--- config.mk ---
export PLATFORM = sky130hd
export DESIGN_NAME = pbd_datapath
export DESIGN_NICKNAME = d
export VERILOG_FILES = /design/src/pbd_pkg.sv /design/src/pbd_datapath.sv
export SDC_FILE = /design/constraint.sdc
export NUM_CORES = 1
export LEC_CHECK = 0
export ABC_AREA = 1
export BUFFER_PORTS_ARGS = -buffer_cell sky130_fd_sc_hd__buf_2
export CORE_ASPECT_RATIO = 0.5
export CORE_MARGIN = 4
export CORE_UTILIZATION = 45
export DETAILED_ROUTE_END_ITERATION = 8
export GPL_ROUTABILITY_DRIVEN = 0
export SLEW_MARGIN = 20
export SYNTH_ARGS = -nofsm -noshare
export SYNTH_HDL_FRONTEND = slang
export SYNTH_SLANG_ARGS = --single-unit
--- constraint.sdc ---
create_clock -name core_clk -period 19.8 [get_ports core_clk]
set_input_delay 2.97 -clock core_clk [delete_from_list [all_inputs] [get_ports core_clk]]
set_output_delay 2.97 -clock core_clk [all_outputs]
set_load 0.01 [all_outputs]
--- src/pbd_pkg.sv ---
/*
  pbd_pkg: constants, register map and carrier types for the byte datapath slice.
  assumes a single 20 MHz clock and an APB slave with 32-bit data.
*/
package pbd_pkg;
  // ----------------------------------------------------------------
  // register map (byte addresses)
  // ----------------------------------------------------------------
  localparam logic [11:0] PBD_ACC0_OFF   = 12'h000; // accumulator_zero
  localparam logic [11:0] PBD_ACC1_OFF   = 12'h004; // accumulator_one
  localparam logic [11:0] PBD_CONST0_OFF = 12'h008; // constant_zero
  localparam logic [11:0] PBD_CONST1_OFF = 12'h00C; // constant_one
  localparam logic [11:0] PBD_Q0_OFF     = 12'h010; // queue_zero
  localparam logic [11:0] PBD_Q1_OFF     = 12'h014; // queue_one
  localparam logic [11:0] PBD_CTRL_OFF   = 12'h018; // static control
  localparam logic [11:0] PBD_OSEL_OFF   = 12'h01C; // output selects
  localparam logic [11:0] PBD_STAT_OFF   = 12'h020; // fifo status
  localparam logic [11:0] PBD_CFG_OFF    = 12'h040; // 8 config words, 4 apart
  // ----------------------------------------------------------------
  // field positions and reset values
  // ----------------------------------------------------------------
  localparam int          PBD_CTRL_MSB_LSB  = 0;     // ctrl[2:0] top bit position
  localparam int          PBD_CTRL_MASK_LSB = 8;     // ctrl[15:8] result mask
  localparam int          PBD_CTRL_Q0D_LSB  = 16;    // ctrl[17:16] queue_zero source
  localparam int          PBD_CTRL_Q1D_LSB  = 18;    // ctrl[19:18] queue_one source
  localparam int          PBD_CTRL_COMB_LSB = 24;    // ctrl[29:24] combinational outs
  localparam logic [31:0] PBD_CTRL_RST      = 32'h0000FF07;
  localparam logic [31:0] PBD_OSEL_RST      = 32'h00000000;
  localparam logic [15:0] PBD_CFG_RST       = 16'h0000;
  localparam logic [7:0]  PBD_BYTE_RST      = 8'h00;
  localparam int          PBD_FIFO_DEPTH    = 4;
  localparam int          PBD_NOUT          = 6;
  // ----------------------------------------------------------------
  // types
  // ----------------------------------------------------------------
  typedef enum logic [2:0] {
    PBD_INC, PBD_DEC, PBD_ADD, PBD_SUB, PBD_AND, PBD_OR, PBD_XOR, PBD_PASS
  } pbd_func_type;
  typedef enum logic [1:0] {PBD_SH_NONE, PBD_SH_LEFT, PBD_SH_RIGHT, PBD_SH_SWAP} pbd_shift_type;
  // queue direction: input from bus, or output sourced from acc0, acc1, alu
  typedef enum logic [1:0] {PBD_Q_IN, PBD_Q_ACC0, PBD_Q_ACC1, PBD_Q_ALU} pbd_qdir_type;
  // one dynamic configuration word
  typedef struct packed {
    logic [2:0]    rsv;      // unused, reads back
    logic          bank;     // time-multiplexed register set
    logic          crc;      // crc / prs step instead of alu
    logic          dest;     // 0 acc_zero, 1 acc_one
    logic          b_const;  // operand b: 0 other accumulator, 1 constant
    logic          a_par;    // operand a: parallel input instead of accumulator
    logic          wr_en;    // write result back
    logic [1:0]    shift_raw;
    pbd_func_type  func;
    logic          ci_route; // use routed carry in
    logic          si_route; // use routed shift in
  } pbd_cfg_type;
  // chain signals to / from a neighbouring slice
  typedef struct packed {
    logic shift;
    logic carry;
    logic capture;
    logic cond;
    logic feedback;
  } pbd_chain_type;
endpackage : pbd_pkg

--- src/pbd_datapath.sv ---
/*
  pbd_datapath: one 8-bit programmable datapath slice with apb register access.
  assumes routing fabric inputs synchronous to core_clk and an apb master.
*/
// Operation
// - one crc or prs step per clock
// - wider crc chains feedback through neighbours
// - crc mode selected per cycle by config
// - programmable top bit position
// - programmable mask on alu result
// - two four-byte queues, independent direction
// - queue status routable to outputs
// - shift, carry, capture, condition chain to neighbours
// - alu shared between two register sets
// - alu and shift results are registered
// - control inputs load and capture queues
// - routed shift in and carry in
// - eight-bit parallel input from routing
// - sixteen signals muxed onto six outputs
// - outputs registered, optionally combinational
// - six bus readable writable working registers
// - accumulators load from alu, bus, queue
// - accumulators and queues zero after wakeup
// - constants keep contents through sleep
// - queue pair any direction combination
// - eight alu functions per cycle
// - eight stored configurations selected per cycle
`timescale 1ns/1ps
module pbd_datapath
  import pbd_pkg::*;
(
  input  wire logic          core_clk,      // 20 mhz
  input  wire logic          arst_n,        // async reset
  input  wire logic          psel,
  input  wire logic          penable,
  input  wire logic          pwrite,
  input  wire logic [11:0]   paddr,
  input  wire logic [31:0]   pwdata,
  output logic      [31:0]   prdata,
  output logic               pready,
  output logic               pslverr,
  input  wire logic [2:0]    cfg_addr,      // dynamic config select
  input  wire logic          load_zero,     // load from queue_zero
  input  wire logic          load_one,      // load from queue_one
  input  wire logic          capture_zero,  // write queue_zero
  input  wire logic          capture_one,   // write queue_one
  input  wire logic          shift_in,
  input  wire logic          carry_in,
  input  wire logic [7:0]    par_in,
  input  wire logic          wakeup,        // pulse: clear nonretention state
  input  wire pbd_chain_type chain_lo_in,   // from less significant slice
  output pbd_chain_type      chain_hi_out,  // to more significant slice
  output logic [PBD_NOUT-1:0] dp_out
);
  // ----------------------------------------------------------------
  // storage
  // ----------------------------------------------------------------
  logic [7:0]  acc_reg [2];        // accumulator_zero / one, bank 0
  logic [7:0]  accb_reg [2];       // second set for time multiplexing
  logic [7:0]  const_reg [2];      // constant_zero / one, retained
  logic [31:0] ctrl_reg;           // static control
  logic [31:0] osel_reg;           // output selects, 4 bits each
  logic [15:0] cfg_mem [8];        // dynamic configuration memory
  logic [7:0]  q_mem [2][PBD_FIFO_DEPTH]; // queue contents
  logic [1:0]  q_rd_reg [2];       // read pointers
  logic [1:0]  q_wr_reg [2];       // write pointers
  logic [2:0]  q_cnt_reg [2];      // fill levels
  logic [PBD_NOUT-1:0] out_reg;    // pipelined outputs
  logic        carry_reg;          // registered carry out, routable as signal three
  logic        cond_reg;           // registered zero detect
  logic [15:0] sig_vec;            // the sixteen internal signals
  // ----------------------------------------------------------------
  // apb decode
  // ----------------------------------------------------------------
  // pready tied high: every access ends at its first access edge
  // offsets compared in full, so an alias reads as unmapped zero, except in the config window, where paddr[1:0] is ignored
  wire wr_acc   = psel && penable && pwrite;
  wire rd_acc   = psel && penable && !pwrite;
  wire sel_cfg  = (paddr[11:5] == PBD_CFG_OFF[11:5]);
  wire [2:0] cfg_idx = paddr[4:2];
  wire [2:0] top_bit  = ctrl_reg[PBD_CTRL_MSB_LSB +: 3];
  wire [7:0] res_mask = ctrl_reg[PBD_CTRL_MASK_LSB +: 8];
  wire [5:0] comb_sel = ctrl_reg[PBD_CTRL_COMB_LSB +: 6];
  pbd_qdir_type q_dir [2];
  assign q_dir[0] = pbd_qdir_type'(ctrl_reg[PBD_CTRL_Q0D_LSB +: 2]);
  assign q_dir[1] = pbd_qdir_type'(ctrl_reg[PBD_CTRL_Q1D_LSB +: 2]);
  assign pready  = 1'b1;                  // always zero wait states
  assign pslverr = 1'b0;
  // ----------------------------------------------------------------
  // dynamic configuration and operand select
  // ----------------------------------------------------------------
  // config word read combinationally, so a new address
  // takes effect at the very next edge
  pbd_cfg_type cfg;
  assign cfg = pbd_cfg_type'(cfg_mem[cfg_addr]);
  wire        bank   = cfg.bank;
  wire [7:0]  acc0_v = bank ? accb_reg[0] : acc_reg[0];
  wire [7:0]  acc1_v = bank ? accb_reg[1] : acc_reg[1];
  wire [7:0]  opa    = cfg.a_par ? par_in : (cfg.dest ? acc1_v : acc0_v);
  wire [7:0]  opb    = cfg.b_const ? const_reg[cfg.dest] : (cfg.dest ? acc0_v : acc1_v);
  wire        cin    = cfg.ci_route ? carry_in : chain_lo_in.carry;
  wire        sin    = cfg.si_route ? shift_in : chain_lo_in.shift;
  // ----------------------------------------------------------------
  // alu, eight functions
  // ----------------------------------------------------------------
  // bit 8 holds carry or borrow out of a full-width operation
  logic [8:0] alu_raw;
  always_comb begin
    case (cfg.func)
      PBD_INC:  alu_raw = {1'b0, opa} + 9'h001;
      PBD_DEC:  alu_raw = {1'b0, opa} - 9'h001;
      PBD_ADD:  alu_raw = {1'b0, opa} + {1'b0, opb} + {8'h00, cin};
      PBD_SUB:  alu_raw = {1'b0, opa} - {1'b0, opb};
      PBD_AND:  alu_raw = {1'b0, opa & opb};
      PBD_OR:   alu_raw = {1'b0, opa | opb};
      PBD_XOR:  alu_raw = {1'b0, opa ^ opb};
      default:  alu_raw = {1'b0, opa};
    endcase
  end
  // carry and top bit taken at the programmed msb, not bit 7
  wire       alu_top  = alu_raw[top_bit];
  wire       alu_cout = (top_bit == 3'h7) ? alu_raw[8] : alu_raw[top_bit + 3'h1];
  // ----------------------------------------------------------------
  // shifter with variable top bit
  // ----------------------------------------------------------------
  // bits above a lowered top bit are junk; the mask clears them
  logic [7:0] sh_val;
  logic       sh_out;
  always_comb begin
    sh_val = alu_raw[7:0];
    sh_out = 1'b0;
    case (pbd_shift_type'(cfg.shift_raw))
      PBD_SH_LEFT: begin
        sh_out = alu_top;
        sh_val = {alu_raw[6:0], sin};
      end
      PBD_SH_RIGHT: begin
        sh_out = alu_raw[0];
        sh_val = alu_raw[7:0] >> 1;
        sh_val[top_bit] = sin;
      end
      PBD_SH_SWAP: sh_val = {alu_raw[3:0], alu_raw[7:4]};
      default: sh_val = alu_raw[7:0];
    endcase
  end
  // ----------------------------------------------------------------
  // crc / prs step: shift left, xor polynomial on feedback
  // ----------------------------------------------------------------
  // feedback of a chained slice comes from the less significant slice's feedback chain
  // the destination side's constant serves as the polynomial
  // a lone slice keeps si_route set; chained slices clear it
  wire       crc_fb_local = opa[top_bit] ^ sin;
  wire       crc_fb  = cfg.si_route ? crc_fb_local : chain_lo_in.feedback;
  wire [7:0] crc_val = {opa[6:0], 1'b0} ^ (crc_fb ? const_reg[cfg.dest] : 8'h00);
  wire [7:0] res_pre = cfg.crc ? crc_val : sh_val;
  wire [7:0] result  = res_pre & res_mask;
  // ----------------------------------------------------------------
  // queues
  // ----------------------------------------------------------------
  // push when full and pop when empty are ignored, so software
  // must watch the status bits to avoid losing bytes
  logic [1:0] q_push, q_pop;
  logic [7:0] q_head [2];
  logic [7:0] q_src  [2];
  wire  [1:0] cap_in  = {capture_one, capture_zero};
  wire  [1:0] load_in = {load_one, load_zero};
  genvar gi;
  generate
    for (gi = 0; gi < 2; gi++) begin : g_q
      wire [11:0] q_off = gi ? PBD_Q1_OFF : PBD_Q0_OFF;
      wire bus_hit = (paddr == q_off);
      wire is_in   = (q_dir[gi] == PBD_Q_IN);
      wire full    = (q_cnt_reg[gi] == 3'(PBD_FIFO_DEPTH));
      wire empty   = (q_cnt_reg[gi] == 3'h0);
      assign q_head[gi] = q_mem[gi][q_rd_reg[gi]];
      assign q_src[gi]  = is_in ? pwdata[7:0] :
                          (q_dir[gi] == PBD_Q_ACC0) ? acc0_v :
                          (q_dir[gi] == PBD_Q_ACC1) ? acc1_v : result;
      // bus writes in input mode, capture in output mode; full drops
      assign q_push[gi] = !full && (is_in ? (wr_acc && bus_hit) : cap_in[gi]);
      assign q_pop[gi]  = !empty && (is_in ? load_in[gi] : (rd_acc && bus_hit));
      // status: bus side not full / not empty, block side empty / full
      assign sig_vec[8 + 2*gi]  = is_in ? !full : !empty;
      assign sig_vec[9 + 2*gi]  = is_in ? empty : full;
      // queue storage and pointers
      // wakeup clears contents too, so a stale byte never reappears
      always_ff @(posedge core_clk or negedge arst_n) begin
        if (!arst_n) begin
          q_rd_reg[gi]  <= 2'h0;
          q_wr_reg[gi]  <= 2'h0;
          q_cnt_reg[gi] <= 3'h0;
          for (int k = 0; k < PBD_FIFO_DEPTH; k++) q_mem[gi][k] <= PBD_BYTE_RST;
        end else if (wakeup) begin
          q_rd_reg[gi]  <= 2'h0;
          q_wr_reg[gi]  <= 2'h0;
          q_cnt_reg[gi] <= 3'h0;
          for (int k = 0; k < PBD_FIFO_DEPTH; k++) q_mem[gi][k] <= PBD_BYTE_RST;
        end else begin
          if (q_push[gi]) begin
            q_mem[gi][q_wr_reg[gi]] <= q_src[gi];
            q_wr_reg[gi] <= q_wr_reg[gi] + 2'h1;
          end
          if (q_pop[gi]) q_rd_reg[gi] <= q_rd_reg[gi] + 2'h1;
          q_cnt_reg[gi] <= q_cnt_reg[gi] + {2'h0, q_push[gi]} - {2'h0, q_pop[gi]};
        end
      end
    end
  endgenerate
  // ----------------------------------------------------------------
  // accumulator next values
  // ----------------------------------------------------------------
  // second register set is reachable only through the alu, queue capture and compares,
  // it is not mapped on the bus
  logic [7:0] acc_next [2];
  generate
    for (gi = 0; gi < 2; gi++) begin : g_acc
      wire [11:0] a_off = gi ? PBD_ACC1_OFF : PBD_ACC0_OFF;
      wire alu_wr = cfg.wr_en && (cfg.dest == 1'(gi)) && !bank;
      wire q_ld   = load_in[gi] && (q_dir[gi] == PBD_Q_IN);
      // priority: bus write, then queue load, then alu result
      assign acc_next[gi] = (wr_acc && paddr == a_off) ? pwdata[7:0] :
                            q_ld ? q_head[gi] :
                            alu_wr ? result : acc_reg[gi];
      always_ff @(posedge core_clk or negedge arst_n) begin
        if (!arst_n) begin
          acc_reg[gi]  <= PBD_BYTE_RST;
          accb_reg[gi] <= PBD_BYTE_RST;
        end else if (wakeup) begin
          acc_reg[gi]  <= PBD_BYTE_RST;
          accb_reg[gi] <= PBD_BYTE_RST;
        end else begin
          acc_reg[gi] <= acc_next[gi];
          if (cfg.wr_en && bank && cfg.dest == 1'(gi)) accb_reg[gi] <= result;
        end
      end
    end
  endgenerate
  // ----------------------------------------------------------------
  // constants, control and configuration memory
  // ----------------------------------------------------------------
  // constants ignore wakeup so their contents survive sleep
  // control and config words are static and keep as well
  always_ff @(posedge core_clk or negedge arst_n) begin
    if (!arst_n) begin
      const_reg[0] <= PBD_BYTE_RST;
      const_reg[1] <= PBD_BYTE_RST;
      ctrl_reg     <= PBD_CTRL_RST;
      osel_reg     <= PBD_OSEL_RST;
      for (int k = 0; k < 8; k++) cfg_mem[k] <= PBD_CFG_RST;
    end else if (wr_acc) begin
      if (paddr == PBD_CONST0_OFF) const_reg[0] <= pwdata[7:0];
      if (paddr == PBD_CONST1_OFF) const_reg[1] <= pwdata[7:0];
      if (paddr == PBD_CTRL_OFF)   ctrl_reg <= pwdata;
      if (paddr == PBD_OSEL_OFF)   osel_reg <= pwdata;
      if (sel_cfg)                 cfg_mem[cfg_idx] <= pwdata[15:0];
    end
  end
  // ----------------------------------------------------------------
  // condition, chain and output muxing
  // ----------------------------------------------------------------
  always_ff @(posedge core_clk or negedge arst_n) begin
    if (!arst_n) begin
      carry_reg <= 1'b0;
      cond_reg  <= 1'b0;
    end else begin
      carry_reg <= alu_cout;
      cond_reg  <= (result == 8'h00);
    end
  end
  // chain outputs combinational, so a chained word still
  // completes its step in one cycle
  assign chain_hi_out.shift    = cfg.crc ? opa[top_bit] : sh_out;
  assign chain_hi_out.carry    = alu_cout;
  assign chain_hi_out.capture  = capture_zero | chain_lo_in.capture;
  assign chain_hi_out.cond     = (result == 8'h00) & chain_lo_in.cond;
  assign chain_hi_out.feedback = crc_fb;
  // sixteen internal signals
  assign sig_vec[0]  = cond_reg;                  // zero detect, registered
  assign sig_vec[1]  = result == 8'hFF;           // all ones
  assign sig_vec[2]  = alu_cout;
  assign sig_vec[3]  = carry_reg;
  assign sig_vec[4]  = sh_out;                    // shift out
  assign sig_vec[5]  = crc_fb;                    // crc feedback
  assign sig_vec[6]  = acc0_v == const_reg[0];    // compare zero
  assign sig_vec[7]  = acc1_v == const_reg[1];    // compare one
  assign sig_vec[12] = alu_top;
  assign sig_vec[13] = opa < opb;
  assign sig_vec[14] = result[0];
  assign sig_vec[15] = chain_lo_in.cond;
  // unused selects point at signal zero, the registered zero flag
  logic [PBD_NOUT-1:0] out_mux;
  generate
    for (gi = 0; gi < PBD_NOUT; gi++) begin : g_out
      assign out_mux[gi] = sig_vec[osel_reg[4*gi +: 4]];
      assign dp_out[gi]  = comb_sel[gi] ? out_mux[gi] : out_reg[gi];
    end
  endgenerate
  // one pipeline stage by default on every output
  // the registered path gives routing a full cycle of slack
  always_ff @(posedge core_clk or negedge arst_n) begin
    if (!arst_n) out_reg <= '0;
    else         out_reg <= out_mux;
  end
  // ----------------------------------------------------------------
  // read data
  // ----------------------------------------------------------------
  // read data only meaningful during the access phase
  logic [31:0] rd_mux;
  always_comb begin
    rd_mux = 32'h00000000;
    if (sel_cfg) rd_mux = {16'h0000, cfg_mem[cfg_idx]};
    else case (paddr)
      PBD_ACC0_OFF:   rd_mux = {24'h000000, acc_reg[0]};
      PBD_ACC1_OFF:   rd_mux = {24'h000000, acc_reg[1]};
      PBD_CONST0_OFF: rd_mux = {24'h000000, const_reg[0]};
      PBD_CONST1_OFF: rd_mux = {24'h000000, const_reg[1]};
      PBD_Q0_OFF:     rd_mux = {24'h000000, q_head[0]};
      PBD_Q1_OFF:     rd_mux = {24'h000000, q_head[1]};
      PBD_CTRL_OFF:   rd_mux = ctrl_reg;
      PBD_OSEL_OFF:   rd_mux = osel_reg;
      PBD_STAT_OFF:   rd_mux = {26'h0000000, q_cnt_reg[1], q_cnt_reg[0]};
      default:        rd_mux = 32'h00000000;
    endcase
  end
  assign prdata = rd_mux;
  // ----------------------------------------------------------------
  // checks
  // ----------------------------------------------------------------
  // every check is off while reset is held
  property p_wake_clear;
    @(posedge core_clk) disable iff (!arst_n)
    wakeup |=> (acc_reg[0] == 8'h00 && acc_reg[1] == 8'h00 && q_cnt_reg[0] == 3'h0);
  endproperty
  a_wake_clear: assert property (p_wake_clear) else $error("wakeup left state");
  property p_const_keep;
    @(posedge core_clk) disable iff (!arst_n)
    (wakeup && !wr_acc) |=> $stable(const_reg[0]);
  endproperty
  a_const_keep: assert property (p_const_keep) else $error("constant lost");
  property p_mask;
    @(posedge core_clk) disable iff (!arst_n)
    (cfg.wr_en && !bank && !cfg.dest && !load_zero && !wakeup &&
     !(wr_acc && paddr == PBD_ACC0_OFF))
      |=> (acc_reg[0] & ~$past(res_mask)) == 8'h00;
  endproperty
  a_mask: assert property (p_mask) else $error("mask ignored");
  property p_pipe;
    @(posedge core_clk) disable iff (!arst_n)
    !comb_sel[0] ##1 !comb_sel[0] |-> dp_out[0] == $past(out_mux[0]);
  endproperty
  a_pipe: assert property (p_pipe) else $error("output not pipelined");
  property p_q_bound;
    @(posedge core_clk) disable iff (!arst_n)
    q_cnt_reg[0] <= 3'h4 && q_cnt_reg[1] <= 3'h4;
  endproperty
  a_q_bound: assert property (p_q_bound) else $error("queue overflow");
  property p_alu_wb;
    @(posedge core_clk) disable iff (!arst_n)
    (cfg.wr_en && !bank && !cfg.dest && !load_zero && !wakeup &&
     !(wr_acc && paddr == PBD_ACC0_OFF))
      |=> acc_reg[0] == $past(result);
  endproperty
  a_alu_wb: assert property (p_alu_wb) else $error("result not registered");
  property p_cap;
    @(posedge core_clk) disable iff (!arst_n || wakeup)
    (capture_one && q_dir[1] != PBD_Q_IN && q_cnt_reg[1] < 3'h4 && !q_pop[1])
      |=> q_cnt_reg[1] == $past(q_cnt_reg[1]) + 3'h1;
  endproperty
  a_cap: assert property (p_cap) else $error("capture missed");
  property p_stat;
    @(posedge core_clk) disable iff (!arst_n)
    (q_dir[1] == PBD_Q_IN) |-> sig_vec[11] == (q_cnt_reg[1] == 3'h0);
  endproperty
  a_stat: assert property (p_stat) else $error("status wrong");
endmodule : pbd_datapath

# Word level (Yosys, flattened, before mapping)
# Cells that the tools add are included.
# word_totals
register_bits	326
input_bits	72
output_inout_bits	45
word_cells	273
# op_classes
addsub	14
n_eq_ne	28
n_reduce_logical	52
n_lt_le_gt_ge	21
bitwise	16
mux	109
# ops
cell	n
$pmux W32 S9	1
$mux W8	35
$mux W32	5
$bwmux W128	1
$bmux W16 S3	2
$bwmux W32	2
$pmux W9 S7	1
$demux W16 S3	1
$eq A12 B5 Y1 const B	4
$mux W16	3
$bmux W8 S2	2
$demux W8 S2	2
$lt A4 B5 Y1 const B	6
$mux W1	29
$logic_and A1 B1 Y1	26
$mux W13	2
$bmux W1 S4	6
$eq A12 B4 Y1 const B	2
$pmux W8 S3	1
$eq A3 B3 Y1 const B	6
$and A8 B8 Y8	2
$eq A8 B8 Y1	2
$mux W2	8
$xor A8 B8 Y8	2
other kinds (47)	89

# Longest topological paths before layout
# Gate-level depths: netlist of run 1.
# depth
depth_word	22
ltp_mapped	44
ltp_nobuf	41

# Least setup slack after synthesis of run 1
# Ideal clock, no wire load.
# synth_timing
path_type	input -> output
start	in cfg_addr[0]
end	out dp_out[3]
path_stages	36
t_required_ns	16.830
slack_ns	9.385
t_arrival_ns	7.445
path_cell_list	buf_6 clkbuf_8 buf_2 buf_1 o21ai_0 a31oi_1 clkbuf_1 o21ai_0 fa_1 fa_1 inv_1 nand3_1 nand2_1 a21oi_1 o21bai_1 nand2_1 nand2_1 nor2_1 nor2_1 nand3_1 nand2_1 nand2_1 nand3_1 nand3_1 a21oi_1 nor2_4 nand2_2 nor2_2 nand3_2 nand2_1 nand2_1 nand2_1 nand2_1 nand2_2 nand2_1 nand2_1
# synth_between
elab_chain_len	20
word_cells_on_any_way	58
cone_classes	add/sub (5); order compare (1); eq/ne (12); mux (31); bitwise (8); reduce/logical (1)
# synth_lines
element	line_no	rtl
start, declared	pbd_datapath.sv:42	input wire logic [2:0] cfg_addr,
$not A3 Y4 (not written as such) *	pbd_datapath.sv:95	assign cfg = pbd_cfg_type'(cfg_mem[cfg_addr]);
$bmux W16 S3 *	pbd_datapath.sv:95	
$mux W13 (not written as such) * (2 in series)	pbd_datapath.sv:95	
$not A1 Y2 (not written as such)	pbd_datapath.sv:100, pbd_datapath.sv:154	
$mux W8 (not written as such) (3 in series)	pbd_datapath.sv:100, pbd_datapath.sv:154	
$mux W8	pbd_datapath.sv:100	wire [7:0] opb = cfg.b_const ? const_reg[cfg.dest] : (cfg.dest ? acc0_v : acc1_v);
$add A8 B8 Y9	pbd_datapath.sv:112	PBD_ADD: alu_raw = {1'b0, opa} + {1'b0, opb} + {8'h00, cin};
$add A9 B1 Y9	pbd_datapath.sv:112	
(+2 left out)	-	
$pmux W8 S3	pbd_datapath.sv:132	case (pbd_shift_type'(cfg.shift_raw))
$mux W8	pbd_datapath.sv:155	wire [7:0] res_pre = cfg.crc ? crc_val : sh_val;
$and A8 B8 Y8	pbd_datapath.sv:156	wire [7:0] result = res_pre & res_mask;
$eq A8 B8 Y1	pbd_datapath.sv:279	assign sig_vec[1] = result == 8'hFF;
$bmux W1 S4 *	pbd_datapath.sv:294	assign out_mux[gi] = sig_vec[osel_reg[4*gi +: 4]];
$mux W1 (not written as such) *	pbd_datapath.sv:294	
named net out_mux[3]	pbd_datapath.sv:291	logic [PBD_NOUT-1:0] out_mux;
$mux W1 *	pbd_datapath.sv:295	assign dp_out[gi] = comb_sel[gi] ? out_mux[gi] : out_reg[gi];
end, declared	pbd_datapath.sv:53	output logic [PBD_NOUT-1:0] dp_out
# The timed path passes the listed nets; every way through them passes the cells marked *. The select of a mux whose other input is x is not followed.

==> flow_summary.yaml, run 1 <==
floorplanning:
  die_area_sq_mm: 0.0500
  core_area_sq_mm: 0.0455
  start_util_pct: 45.8
  fp.dieW_um: 312
  ios: 117
  die_y_um: 160
  fp-row-count: 55
synthesis:
  yosysUniqueCellTypes: 61
  ys.flop_type: "dfrtp_1"
  syn_area_sq_mm: 0.0208
  async_flop_share_pct: 100
  synthTopCellsByArea: "dfrtp_1, nand2_1, o21ai_0"
  syn_inst: 2883
  synth.largest_area_cell: "dfrtp_1"
  yosysSeqAreaShare_pct: 39.2
  yosys.area.top_type_share_pct: 37.8
  synth_seq_cells: 326
  ys_warn_count: 0
  syn-num-nets: 3010
  synth_edf_count: 0
  syn-mean-instance-area_sq_um: 7.23
final_layout:
  syn2layout_area_growth_pct: 9.92
  multi_input_area_sq_mm: 0.0107
  seqCellArea_sq_mm: 0.00817
  final_nets: 3055
  max_flop_register: "cfg_mem"
  final_cells: 3577
  filler_cell_count: 4566
  drive_above_1_share_pct: 9.53
  largest_reg_flops: 128
  reg.largest.list: "cfg_mem: 128 flops, q_mem: 64 flops"
placed_design:
  dp.cells: 3516
  portBuffers: 114
  dp_hpwl_um: 55000
  post-place-ws_ns: 7.50
clock_tree:
  clk_path_buf_depth: 3
  cts_num_sinks: 326
  cts_tree: "built"
  cts_resized: 0
  numCtsBuffers: 36
  clockRootBuffer: "clkbuf_16"
  holdBufCountCts: 0
  htree_num_levels: 2
  clk_pin_slew_worst_paths_ns: 0.06
  insertion_delay_ns: 0.54
  post_cts_buffers: 0
sta:
  maxSlewHeadroom_pct: 16.7
  tns_ns: 0
  tightest_slew_ns: 1.24
  hold_violations: 0
  drv_slew: 0
  setup_viol: 0
  holdWs_ns: 0.486
  clock-skew-final_ns: 0.0320
  finalCriticalPeriod_ns: 12.53
  fin_ws_ns: 7.27
  fin_crit_sh_pct: 63.3
  fmax_mhz: 79.8
  rsz0062_at_grt: "false"
power:
  total_power_uw: 1780
  ir_drop_uv: 44.6
  p_leak_uw: 0.0106
  power_density_mw_per_mm2: 77.5
flow_run:
  maxCapViolCount: 0
worst_setup_path:
  crit_fanout: 57
  cp.arrival_ns: 9.56
  worstSetupPathType: "in -> out"
  critPathLaunchType: "primary input"
  max_stage_delay_ns: 0.73
  critPathSlowestCell: "nand2_1"
  crit_top_cell: "nand2_1"
  end_kind: "output pin"
  worstPathRequired_ns: 16.83
detailed_routing:
  ant_nets: 0
  drt-vias-per-instance: 5.84
  drc: 0
  detail_route.iter0.violations: 2929
  vias: 20900
  drt_pass1_iterations: 6
  avgRoutedWirePerCell_um: 21.5
  routed_wl_um: 76800
global_route:
  grt_max_degree: 118
  gr-usage-all-layers_pct: 30.0
  antenna_found_initial: 3
  grt_pass1_wl_um: 117000
  grt_pass1_vias: 19400
  overflow: 0
status:
  status: "finished clean"
min_path:
  hold_path.class: "reg -> reg"
layout make-up:
class / count / area share, %
diodes: 1 / 0.0109
clock buffers: 46 / 4.36
clock inverters: 13 / 0.573
inverters: 350 / 5.73
multi-input cells: 2076 / 46.8
flip-flops and latches: 326 / 35.7
well taps: 627 / 3.42
repair buffers: 138 / 3.42
layout by cell type, fill, tap and decap left out, types with 28 or more instances in the layout:
master / instances
a21oi_1: 155
a22oi_1: 70
buf_2: 113
clkbuf_16: 37
dfrtp_1: 315
ha_1: 49
inv_1: 327
nand2_1: 727
nand3_1: 190
nor2_1: 147
nor3_1: 28
o211ai_1: 32
o21ai_0: 375
o22ai_1: 80
stage by stage:
| stage | area [sq um] | util, % |
|---|---|---|
| floorplan | 20800 | - |
| global placement | 21700 | 47.8 |
| detailed placement | 21700 | 47.8 |
| CTS | 22900 | 50.3 |
| global route | 22900 | 50.4 |
| finish | 22900 | 50.4 |
synth_stat cells (7+ instances only):
cell type  number
nand2_1       729
o21ai_0       377
inv_1         327
dfrtp_1       315
nand3_1       190
a21oi_1       155
nor2_1        151
clkbuf_1       92
o22ai_1        80
a22oi_1        70
ha_1           49
o211ai_1       32
nor3_1         28
nand2_2        22
xor2_1         21
o21ai_1        20
nand4_1        19
nand3_2        15
clkinv_1       14
buf_2          11
dfstp_2        11
o21bai_1       11
o221ai_1       10
inv_2           9
buf_4           8
o2bb2ai_1       8
o311ai_0        8
a211oi_1        7
buf_1           7
worst max-delay path, delay by kind of cell:
family	cells	cell delay (ns)
buf+inv	8	1.69
compound gates	2	0.23
simple gates	25	3.72
fa+ha+maj	2	0.89
path summary, 6_finish.rpt:
path	start	endpoint	slack (ns)	cells after the start
worst max-delay path	cfg_addr[0]	chain_hi_out[1]	7.27	37
worst min-delay path	accb_reg[2]	accb_reg[2]	0.49	2
worst max register to register	cfg_mem[122]	q_mem[29]	13.91	33
worst min register to register	accb_reg[2]	accb_reg[2]	0.49	2
max in group asynchronous	arst_n	ctrl_reg[3]	15.24	3
min in group asynchronous	arst_n	cfg_mem[33]	2.55	1
power by group:
part           leakage, uW  switching (uW)  total (uW)  internal, uW
clock network     0.000561             292         676           383
logic              0.00557             291         403           112
registers          0.00447            19.0         698           679
total               0.0106             602        1780          1170
cells by family after synthesis:
group	synth area share [%]
adders and majority gates	3.52
xor gates and xnor gates	0.925
buffers and inverters	9.47
and+or+nand+nor	24.3
AOI/OAI and AO/OA	22.5
muxes	0.0480
other	0.0360
DFF	39.2
layer usage:
layer / vias to the layer above / routed length (um) / GRT usage, % / part of all wire (%)
met3: 205 / 7920 / 6.90 / 10
met1: 9869 / 33200 / 42.6 / 43
met5: - / 0 / 0 / 0
met2: 1047 / 32800 / 45.2 / 43
met4: 0 / 2860 / 9.94 / 3.7
li1: 9773 / - / - / -
Note: power is estimated with default switching activity, not from simulation.
==> run 2: changes to the inputs <==
--- a/config.mk
+++ b/config.mk
@@ -5,7 +5,7 @@
 export SDC_FILE = /design/constraint.sdc
 export NUM_CORES = 1
 export LEC_CHECK = 0
-export ABC_AREA = 1
+export ABC_AREA = 0
 export BUFFER_PORTS_ARGS = -buffer_cell sky130_fd_sc_hd__buf_2
 export CORE_ASPECT_RATIO = 0.5
 export CORE_MARGIN = 4
==> constraint.sdc (replaced) <==
create_clock -name core_clk -period 11.8 [get_ports core_clk]
set_input_delay 1.77 -clock core_clk [delete_from_list [all_inputs] [get_ports core_clk]]
set_output_delay 1.77 -clock core_clk [all_outputs]
set_load 0.01 [all_outputs]
==> run 2 against run 1 <==
Synthesized cell count fell by 29%. Via count shrank 14%. Flip-flop and latch count is the same. Clock power grew 70%. Global-route usage fell by 1.8 points. Hold slack better by 0.017 ns. Area after synthesis increased by 3.2%. Critical path depth decreased by 15. Wire length fell by 4.3%. Combinational power is 14% higher. Highest routed layer unchanged.
==> flow_summary.yaml, run 2 <==
global_route:
  antenna_found_initial: 0
  grt_max_degree: 122
  grt_pass1_wl_um: 111000
  grt_pass1_vias: 17100
  gr-usage-all-layers_pct: 28.2
  overflow: 0
synthesis:
  yosysMostFrequentCell: "dfrtp_1"
  yosys.area.top_type_share_pct: 36.6
  synth_compound_area_share_pct: 16.3
  yosysSeqAreaShare_pct: 38.0
  syn-mean-instance-area_sq_um: 10.5
  synth.largest_area_cell: "dfrtp_1"
  synth_edf_count: 0
  synth_xor_area_share_pct: 1.34
  syn_area_sq_mm: 0.0215
  synth_seq_cells: 326
  ys.flop_type: "dfrtp_1"
  syn_inst: 2040
  yosysUniqueCellTypes: 90
  yosys.area_share.simple_pct: 11.7
  synthAdderAreaFrac_pct: 3.41
  synthTopCellsByArea: "dfrtp_1, mux2_2, mux4_2"
  syn-num-nets: 2167
  ys_warn_count: 0
  synth_commonest_cells: "dfrtp_1, mux2_2, nor2_1, clkbuf_1, nand2_1"
  async_flop_share_pct: 100
  synth_top_family_by_area: "multiplexers"
  synth_mux_area_share_pct: 25.2
final_layout:
  reg.largest.list: "cfg_mem: 128 flops, q_mem: 64 flops"
  finish.utilization_pct: 50.5
  final_common_cell: "dfrtp_1"
  layout.cells.most_common_list: "dfrtp_1, mux2_2, nor2_1"
  diodes: 0
  filler_cell_count: 4261
  largest_reg_flops: 128
  max_flop_register: "cfg_mem"
  syn2layout_area_growth_pct: 10.3
  drive_above_1_share_pct: 26.7
  final_nets: 2189
worst_setup_path:
  rrSetupSlack_ns: 4.18
  worstSetupPathType: "in -> out"
  crit_fanout: 24
  r2r_start: "cfg_mem[60]"
  critPathLaunchType: "primary input"
  cp.arrival_ns: 9.19
  end_kind: "output pin"
  max_stage_delay_ns: 0.83
  critPathSlowestCell: "mux4_2"
  crit_top_cell: "mux2i_1"
  rr_worst_depth: 20
  worstPathCellList: "buf_2, mux2i_1, mux4_2, mux2i_1, mux2i_1, mux2i_1, inv_1, ha_1, nor3_1, a2111oi_0, buf_4, mux2i_1, nand3_1, a31o_2, a211oi_1, mux2i_1, a221oi_1, a311oi_2, a2111oi_0, and4_1, and2_1, buf_2"
  worstPathRequired_ns: 10.03
  r2r-end: "q_mem[27]"
detailed_routing:
  ant_nets: 0
  drt_pass1_iterations: 7
  avgRoutedWirePerCell_um: 27.0
  drc: 0
  routed_wl_um: 73500
  drt-vias-per-instance: 6.58
  detail_route.iter0.violations: 2295
  vias: 17900
min_path:
  whs_endpoint: "cfg_mem[31]"
  min_path_cells: 1
  hold_path.class: "reg -> reg"
  min_from: "cfg_mem[31]"
clock_tree:
  holdBufCountCts: 0
  numCtsBuffers: 31
  insertion_delay_ns: 0.62
  cts_tree: "built"
  post_cts_buffers: 0
  clk_pin_slew_worst_paths_ns: 0.06
  cts_resized: 0
  clockRootBuffer: "clkbuf_16"
  clk_path_buf_depth: 3
  cts_num_sinks: 326
  htree_num_levels: 1
status:
  status: "finished clean"
sta:
  tns_ns: 0
  finalCriticalPeriod_ns: 10.96
  rsz0062_at_grt: "false"
  clock-skew-final_ns: 0.0201
  fmax_mhz: 91.2
  drv_slew: 0
  fin_crit_sh_pct: 92.9
  maxSlewHeadroom_pct: 27.6
  fin_ws_ns: 0.836
  hold_violations: 0
  setup_viol: 0
  tightest_slew_ns: 1.06
floorplanning:
  core_area_sq_mm: 0.0470
  die_area_sq_mm: 0.0516
  start_util_pct: 45.7
  fp-row-count: 56
  fp.dieW_um: 317
  die_y_um: 163
  ios: 117
placed_design:
  portBuffers: 114
  dp_hpwl_um: 52600
  post-place-ws_ns: 1.20
power:
  ir_drop_uv: 113
  power_density_mw_per_mm2: 118
  p_leak_uw: 0.0104
flow_run:
  maxCapViolCount: 0
-- run 2: cell types whose count changed in the layout (fill, tap and decap cells not counted), sizes merged, moves of 40 or more --
| cell | change |
|---|---|
| nor2 | +40 |
| mux2i | +115 |
| nand3 | -165 |
| nand2 | -626 |
| inv | -281 |
| o21ai | -323 |
| mux2 | +205 |
| mux4 | +86 |
| o22ai | -73 |
| a21oi | -118 |
| a211oi | +73 |
| a22oi | -45 |
-- run 2: kinds of logic (layout without fill, tap and decap cells) --
logic type	count (synthesis)	after routing
muxes	407	407
buffers and inverters	218	265
xor gates and xnor gates	33	33
other	2	2
and+or+nand+nor	536	536
adders and majority gates	55	55
AOI/OAI and AO/OA	463	463
DFF	326	326
-- run 2: metal layers --
metal | routed length (um) | GRT usage, % | vias to the layer above
met5 | 0 | 0 | -
met4 | 2470 | 7.71 | 0
met3 | 7860 | 7.60 | 169
met2 | 30700 | 40.6 | 991
met1 | 32500 | 41.9 | 8993
li1 | - | - | 7771
-- run 2: metrics by stage --
step | hold slack (ns) | total power (uW) | cells | cell area (sq um)
after floorplan | 0.461 | 1490 | 2040 | 21500
after global placement | 0.479 | 1650 | 2667 | 22600
after detailed placement | 0.491 | 1650 | 2667 | 22600
after CTS | 0.506 | 2790 | 2725 | 23700
after global routing | 0.511 | 2890 | 2725 | 23700
final | 0.502 | 2790 | 2725 | 23700
-- run 2: area by class of cell --
| cell class | count | area (sq um) | share of cell area [%] |
|---|---|---|---|
| multi-input combinational | 1496 | 12500 | 52.9 |
| clock buffer | 46 | 912 | 3.84 |
| clock inverter | 12 | 230 | 0.970 |
| tap | 638 | 798 | 3.36 |
| timing repair buffer | 148 | 838 | 3.53 |
| sequential | 326 | 8170 | 34.4 |
| inverter | 59 | 226 | 0.954 |
-- run 2: worst max path at each step --
stage / startpoint / to / slack [ns] / cells past startpoint
after CTS: cfg_addr[0] / chain_hi_out[1] / 1.18 / 22
after detailed placement: cfg_addr[0] / chain_hi_out[1] / 1.20 / 22
final: cfg_addr[0] / chain_hi_out[1] / 0.84 / 22
after floorplan: cfg_addr[0] / chain_hi_out[1] / 2.30 / 21
after global routing: cfg_addr[2] / chain_hi_out[1] / 0.61 / 21
after global placement: cfg_addr[0] / chain_hi_out[1] / 1.20 / 22
-- run 2: report_power, final --
group | leakage [uW] | switching, uW | total (uW) | internal (uW)
clock | 0.000554 | 478 | 1150 | 667
combinational | 0.00541 | 288 | 460 | 173
sequential | 0.00447 | 47.4 | 1180 | 1140
-- run 2: critical path: cells and delay by family --
family / cells / cell delay, ns
buffers and inverters: 4 / 0.90
AOI/OAI and AO/OA: 6 / 2.68
muxes: 7 / 2.61
adders and majority gates: 1 / 0.54
and+or+nand+nor: 4 / 0.65
